==> src/hw/bdp_unused_placeholder_removed.sv <==
`timescale 1ns/10ps
`default_nettype none
`default_nettype wire

==> src/hw/bdp_pkg.sv <==
`default_nettype none

package bdp_pkg;

    // ------------------------------------------------------------
    // register map
    // ------------------------------------------------------------
    localparam int BDP_PORT_W = 8;
    localparam int BDP_ADDR_W = 10;
    // register offsets are word indices; byte address is index * 4
    localparam logic [7:0] BDP_DATA_IDX = 8'h07;
    localparam logic [7:0] BDP_DIR_IDX = 8'h87;
    localparam logic [BDP_ADDR_W-1:0] BDP_DATA_ADDR = {BDP_DATA_IDX, 2'b00};
    localparam logic [BDP_ADDR_W-1:0] BDP_DIR_ADDR = {BDP_DIR_IDX, 2'b00};

    // ------------------------------------------------------------
    // reset values
    // ------------------------------------------------------------
    // all ones: every pin starts as an input
    localparam logic [BDP_PORT_W-1:0] BDP_DIR_RESET = 8'hff;
    // latch content after power-on is undefined; zero keeps sims clean
    localparam logic [BDP_PORT_W-1:0] BDP_LATCH_POR = 8'h00;
    localparam logic [31:0] BDP_RDATA_RESET = 32'h0000_0000;
    localparam int BDP_SYNC_STAGES = 2;

    // ------------------------------------------------------------
    // bus sequencer states
    // ------------------------------------------------------------
    typedef enum logic [1:0] {
        BDP_IDLE,
        BDP_SAMPLE,
        BDP_DONE
    } bdp_state_t;

endpackage

`default_nettype wire

==> src/hw/bdp_sync.sv <==
`timescale 1ns/10ps
`default_nettype none

module bdp_sync #(
    parameter int WIDTH = 8
) (
    // clock and reset
    input wire logic clock_i,
    input wire logic rst_i,
    // asynchronous levels in, clean levels out
    input wire logic [WIDTH-1:0] async_i,
    output logic [WIDTH-1:0] sync_o
);

    // ------------------------------------------------------------
    // parameter check
    // ------------------------------------------------------------
    if (WIDTH < 1) begin : g_bad_width
        $error("bdp_sync needs WIDTH of at least one");
    end

    typedef struct packed {
        logic [WIDTH-1:0] meta;
        logic [WIDTH-1:0] stable;
    } bdp_sync_state_t;

    bdp_sync_state_t s;
    bdp_sync_state_t next_s;

    // meta is read only by the second stage, never by logic
    always_comb begin
        next_s = s;
        next_s.meta = async_i;
        next_s.stable = s.meta;
    end

    // two flops, constants only under reset
    always_ff @(posedge clock_i or posedge rst_i) begin
        if (rst_i) begin
            s <= '0;
        end else begin
            s <= next_s;
        end
    end

    assign sync_o = s.stable;

endmodule

`default_nettype wire

==> src/hw/bdp_latch.sv <==
`timescale 1ns/10ps
`default_nettype none

module bdp_latch #(
    parameter int WIDTH = 8,
    parameter logic [WIDTH-1:0] POR_VALUE = '0
) (
    // clock and power-on reset only
    input wire logic clock_i,
    input wire logic por_i,
    // load strobe and value
    input wire logic load_i,
    input wire logic [WIDTH-1:0] data_i,
    // latch content
    output logic [WIDTH-1:0] q_o
);

    // ------------------------------------------------------------
    // parameter check
    // ------------------------------------------------------------
    if (WIDTH < 1) begin : g_bad_width
        $error("bdp_latch needs WIDTH of at least one");
    end

    typedef struct packed {
        logic [WIDTH-1:0] value;
    } bdp_latch_state_t;

    bdp_latch_state_t s;
    bdp_latch_state_t next_s;

    // holds across ordinary resets; only power-on clears it
    always_comb begin
        next_s = s;
        if (load_i) begin
            next_s.value = data_i;
        end
    end

    always_ff @(posedge clock_i or posedge por_i) begin
        if (por_i) begin
            s <= POR_VALUE;
        end else begin
            s <= next_s;
        end
    end

    assign q_o = s.value;

endmodule

`default_nettype wire

==> src/hw/bdp_port.sv <==
`timescale 1ns/10ps
`default_nettype none

// Summary of operation
// eight latch bits, each pin own direction
// direction one puts pin driver off
// direction zero drives latch bit out
// data reads return pin levels, not latch
// data writes load latch, any direction
// writes sample pins, merge, then load
// register bit n maps to pin n
// data at 07h, latch kept over reset
// direction at 87h, resets to all ones
// pins synchronised before the read path

module bdp_port (
    // clock and resets
    input wire logic clock_i,
    input wire logic rst_i,
    input wire logic por_i,
    // avalon-mm slave
    input wire logic [bdp_pkg::BDP_ADDR_W-1:0] avs_address_i,
    input wire logic avs_read_i,
    input wire logic avs_write_i,
    input wire logic [3:0] avs_byteenable_i,
    input wire logic [31:0] avs_writedata_i,
    output logic [31:0] avs_readdata_o,
    output logic avs_waitrequest_o,
    // port pins, split into in, out and enable
    input wire logic [bdp_pkg::BDP_PORT_W-1:0] pin_i,
    output logic [bdp_pkg::BDP_PORT_W-1:0] pin_o,
    output logic [bdp_pkg::BDP_PORT_W-1:0] pin_oe_o
);

    localparam int W = bdp_pkg::BDP_PORT_W;

    // ------------------------------------------------------------
    // state
    // ------------------------------------------------------------
    typedef struct packed {
        bdp_pkg::bdp_state_t state;
        logic wait_req;
        logic [31:0] rdata;
        logic [W-1:0] drive_en;
        logic [W-1:0] merged;
        logic load;
    } bdp_port_state_t;

    bdp_port_state_t s;
    bdp_port_state_t next_s;

    logic [W-1:0] pin_sync;
    logic [W-1:0] latch_q;
    logic sel_data;
    logic sel_dir;

    // ------------------------------------------------------------
    // pin input path
    // ------------------------------------------------------------
    // ttl buffer levels are async to us, so two flops first
    bdp_sync #(
        .WIDTH(W)
    ) u_sync (
        .clock_i(clock_i),
        .rst_i(rst_i),
        .async_i(pin_i),
        .sync_o(pin_sync)
    );

    // ------------------------------------------------------------
    // output latch
    // ------------------------------------------------------------
    // only power-on clears it; other resets leave it as it was
    bdp_latch #(
        .WIDTH(W),
        .POR_VALUE(bdp_pkg::BDP_LATCH_POR)
    ) u_latch (
        .clock_i(clock_i),
        .por_i(por_i),
        .load_i(s.load),
        .data_i(s.merged),
        .q_o(latch_q)
    );

    // ------------------------------------------------------------
    // address decode
    // ------------------------------------------------------------
    // full compare: the low two address bits must be zero
    assign sel_data = (avs_address_i == bdp_pkg::BDP_DATA_ADDR);
    assign sel_dir = (avs_address_i == bdp_pkg::BDP_DIR_ADDR);

    // ------------------------------------------------------------
    // bus sequencer
    // ------------------------------------------------------------
    // waitrequest idles high and drops for exactly one cycle per access,
    // so the master's release always lands back in idle
    always_comb begin
        next_s = s;
        next_s.load = 1'b0;
        unique case (s.state)
            bdp_pkg::BDP_IDLE: begin
                if (avs_read_i) begin
                    next_s.rdata = 32'h0000_0000;
                    if (sel_data) begin
                        // live pin levels, bit n is pin n
                        next_s.rdata[W-1:0] = pin_sync;
                    end else if (sel_dir) begin
                        next_s.rdata[W-1:0] = ~s.drive_en;
                    end
                    next_s.wait_req = 1'b0;
                    next_s.state = bdp_pkg::BDP_DONE;
                end else if (avs_write_i) begin
                    if (sel_data) begin
                        // first step of the read-modify-write
                        next_s.merged = pin_sync;
                        next_s.state = bdp_pkg::BDP_SAMPLE;
                    end else begin
                        if (sel_dir && avs_byteenable_i[0]) begin
                            next_s.drive_en = ~avs_writedata_i[W-1:0];
                        end
                        next_s.wait_req = 1'b0;
                        next_s.state = bdp_pkg::BDP_DONE;
                    end
                end
            end
            bdp_pkg::BDP_SAMPLE: begin
                // modify the sampled byte, then load; lane 0 off means the
                // latch is rewritten with the pin levels just sampled
                if (avs_byteenable_i[0]) begin
                    next_s.merged = avs_writedata_i[W-1:0];
                end
                next_s.load = 1'b1;
                next_s.wait_req = 1'b0;
                next_s.state = bdp_pkg::BDP_DONE;
            end
            bdp_pkg::BDP_DONE: begin
                next_s.wait_req = 1'b1;
                next_s.state = bdp_pkg::BDP_IDLE;
            end
        endcase
    end

    // ------------------------------------------------------------
    // state register
    // ------------------------------------------------------------
    always_ff @(posedge clock_i or posedge rst_i) begin
        if (rst_i) begin
            s.state <= bdp_pkg::BDP_IDLE;
            s.wait_req <= 1'b1;
            s.rdata <= bdp_pkg::BDP_RDATA_RESET;
            // rst_i turns all pins to inputs; por_i alone leaves the directions as they were
            s.drive_en <= ~bdp_pkg::BDP_DIR_RESET;
            s.merged <= bdp_pkg::BDP_LATCH_POR;
            s.load <= 1'b0;
        end else begin
            s <= next_s;
        end
    end

    // ------------------------------------------------------------
    // outputs
    // ------------------------------------------------------------
    // drive enable is stored inverted so the pin enable is a flop
    assign pin_oe_o = s.drive_en;
    assign pin_o = latch_q;
    assign avs_readdata_o = s.rdata;
    assign avs_waitrequest_o = s.wait_req;

endmodule

`default_nettype wire

==> config.mk <==
export PLATFORM = sky130hd
export DESIGN_NAME = bdp_port
export DESIGN_NICKNAME = d
export VERILOG_FILES = /design/src/hw/bdp_unused_placeholder_removed.sv /design/src/hw/bdp_pkg.sv /design/src/hw/bdp_sync.sv /design/src/hw/bdp_latch.sv /design/src/hw/bdp_port.sv
export SDC_FILE = /design/constraint.sdc
export NUM_CORES = 1
export LEC_CHECK = 0
export ABC_CLOCK_PERIOD_IN_PS = 2500
export BUFFER_PORTS_ARGS = -buffer_cell sky130_fd_sc_hd__buf_2
export CAP_MARGIN = 20
export CELL_PAD_IN_SITES_DETAIL_PLACEMENT = 0
export CELL_PAD_IN_SITES_GLOBAL_PLACEMENT = 1
export CORE_MARGIN = 2
export CORE_UTILIZATION = 36
export CTS_CLUSTER_DIAMETER = 30
export DETAILED_ROUTE_END_ITERATION = 8
export MAX_ROUTING_LAYER = met4
export PLACE_DENSITY_LB_ADDON = 0.1
export SETUP_SLACK_MARGIN = 0.05
export SYNTH_ARGS = -nofsm -noshare
export SYNTH_HDL_FRONTEND = slang
export SYNTH_HIERARCHICAL = 1
export SYNTH_SLANG_ARGS = --single-unit
==> constraint.sdc <==
create_clock -name clock_i -period 2.5 [get_ports clock_i]
set_clock_uncertainty 0.1 [all_clocks]
set_input_delay 0.25 -clock clock_i [delete_from_list [all_inputs] [get_ports clock_i]]
set_output_delay 0.25 -clock clock_i [all_outputs]
set_load 0.05 [all_outputs]
==> results.json <==
{
  "wl_per_cell_um": 14.2,
  "post_synth_num_cell_types": 27,
  "post_cts_buffers": 0,
  "layout_commonest_cell": "buf_2",
  "power_density_nw_per_um2": 714,
  "hpwl_um": 3490,
  "max_freq_mhz": 483,
  "start_util_pct": 36.7,
  "io_buffers": 56,
  "swShare_pct": 30.3,
  "yosysTopAreaCellShare_pct": 52.0,
  "die_area_um2": 7490,
  "cts_sinks": 52,
  "routed_wl_um": 4720,
  "multiInputGateArea_um2": 850,
  "track_usage_pct": 13.9,
  "clock_latency_ns": 0.31,
  "synth_edf_count": 0,
  "slew_viol_final": 0,
  "area_delta_synth_final_pct": 16.0,
  "die_x_um": 86.5,
  "vdd_drop_max_mv": 0.374,
  "avgSynthCellArea_um2": 12.6,
  "finalSetupViolCount": 0,
  "maxCapViolations": 0,
  "required_ns": 2.59,
  "cts_tree": "done",
  "yosysWarnings": 6,
  "max-clock-path-buffers": 2,
  "fin_crit_ns": 2.07,
  "tightestPinTransition_ns": 0.680,
  "grt_antenna_before_repair": 0,
  "fin_setup_tns_ns": 0,
  "combPwrFrac_pct": 25.7,
  "final-seq-area_um2": 1300,
  "dr.first_iter.drc_count": 47,
  "p_clk_share_pct": 24.9,
  "synthArstFlopShare_pct": 100,
  "grt_pass1_wl_um": 7420,
  "final_cell_mix": "56 x buf_2, 51 x dfrtp_1, 24 x conb_1",
  "intPower_mw": 1.42,
  "boundaryPins": 108,
  "nFillCells": 653,
  "power_leakage_nw": 1.46,
  "slew_headroom_pct": 54.6,
  "num_rows": 30,
  "startpoint_type": "input pin",
  "n_antenna_cell": 0,
  "via_per_inst": 4.31,
  "endpoint_kind": "flop",
  "vias": 1436,
  "grt.met1_usage_pct": 17.5,
  "seq_power_share_pct": 49.4,
  "drt-pass1-iter-count": 3,
  "netlist_top_cells_area": "dfrtp_1 52%, buf_4 12%, mux2_4 9.8%",
  "outcome": "finished, final reports clean",
  "grt.busiest_layer": "met2",
  "ys_seq_area_share_pct": 53.1,
  "grt_pass1_vias": 1441,
  "hold_class": "input pin to flop",
  "arrival_ns": 2.16,
  "synth-main-ff-cell": "dfrtp_1",
  "syn_area_um2": 2450,
  "syn_inst": 194,
  "gp_congestion": 0.700,
  "grt_overflow": 0,
  "core_area_um2": 6680,
  "hold_viol": 0,
  "p_sw_mw": 0.616,
  "ys_ff_latch": 52,
  "holdWs_ns": 0.0303,
  "fin_crit_sh_pct": 82.7,
  "grt_max_degree": 17,
  "grt_util_met3_pct": 3.71,
  "root_buffer": "clkbuf_8",
  "drive_above_1_share_pct": 39.9,
  "ctsResizeCount": 0,
  "ant_nets": 0,
  "die_y_um": 86.5,
  "crit_fanout": 8,
  "path_class": "input pin to flop",
  "htree_levels": 2,
  "use_met2_pct": 22.3,
  "final_nets": 314,
  "cts_buffers": 5,
  "rsz0062_at_grt": "false",
  "clkTransAtPathRegs_ns": 0.10,
  "route.detailed.drc": 0,
  "synth_top_cell_by_area": "dfrtp_1"
}
-- worst max-delay path: stages --
cell	delay [ns]
buf_2	0.10
or4_4	0.52
or4_4	0.50
a211o_1	0.34
buf_12	0.16
mux2_4	0.29
-- layer usage --
layer	up-vias	wire length, um
li1	689	-
met1	706	2090
met2	35	2390
met3	6	177
met4	0	60
met5	-	0
-- power groups by stage --
stage | sequential [mW] | combinational [mW] | clock [mW]
finish | 1.00 | 0.522 | 0.505
global route | 1.02 | 0.568 | 0.566
CTS | 1.01 | 0.531 | 0.522
detailed placement | 1.03 | 0.516 | 0
global placement | 1.02 | 0.512 | 0
floorplan | 1.04 | 0.403 | 0
-- final timing paths --
kind | slack, ns | start | depth (start not counted) | endpoint
setup / recovery | 0.43 | avs_address_i[6] | 6 | s[1]
hold / removal | 0.03 | avs_writedata_i[6] | 2 | pin_oe_o[6]
setup reg to reg | 0.72 | s[50] | 5 | avs_readdata_o[2]
hold reg to reg | 0.25 | u_sync/next_s[1] | 0 | u_sync/sync_o[1]
max in group asynchronous | 1.30 | rst_i | 4 | avs_readdata_o[1]
min in group asynchronous | 0.32 | por_i | 3 | u_latch/q_o[1]
-- cell families (layout without fill, tap and decap cells) --
group                      Yosys count  in the layout  share of synthesized area, %
muxes                               41             41                          20.5
and+or+nand+nor                     23             23                          5.41
AOI/OAI and AO/OA                   15             15                          3.57
buffers and inverters               59             95                          15.8
adders and majority gates            3              3                          1.53
DFF                                 52             52                          53.1
other                                1             24                         0.153
-- cell usage after synthesis (2+ instances only) --
master	n
buf_4	40
inv_1	14
nand2b_1	3
nand2_1	12
buf_6	2
ha_1	3
mux2i_1	16
mux2_4	16
or4_4	2
dfrtp_1	51
clkbuf_1	2
mux2_2	9
o21ai_0	10
-- layout make-up --
class	count	area share [%]
clock buffer	7	3.04
clock inverter	1	0.264
inverter	14	1.85
multi-input combinational	106	29.9
sequential	52	45.8
tap	80	3.52
timing repair buffer	73	15.7
-- what timing repair did --
item / 4_1_cts / 5_1_grt
hold buffers: 10 / 0
hold endpoints to repair: 44 / 0
endpoints found under the setup margin: 0 / 0
-- flip-flops by register name, summed over array words and instances (netlist names) --
name	count
avs_readdata_o	8
avs_waitrequest_o	1
pin_oe_o	8
s	11
u_latch/q_o	8
u_sync/next_s	8
u_sync/sync_o	8
-- per-stage QoR --
step	std cells	worst slack (ns)	util (%)	instance area [um^2]	total power [mW]
after floorplan	217	0.272	-	2540	1.44
after global placement	315	0.101	39.7	2650	1.54
after detailed placement	315	0.101	39.7	2650	1.54
after CTS	333	0.428	42.6	2840	2.06
after global routing	333	0.423	42.6	2840	2.15
final	333	0.432	42.6	2840	2.03
(Power assumes the default switching activity.)
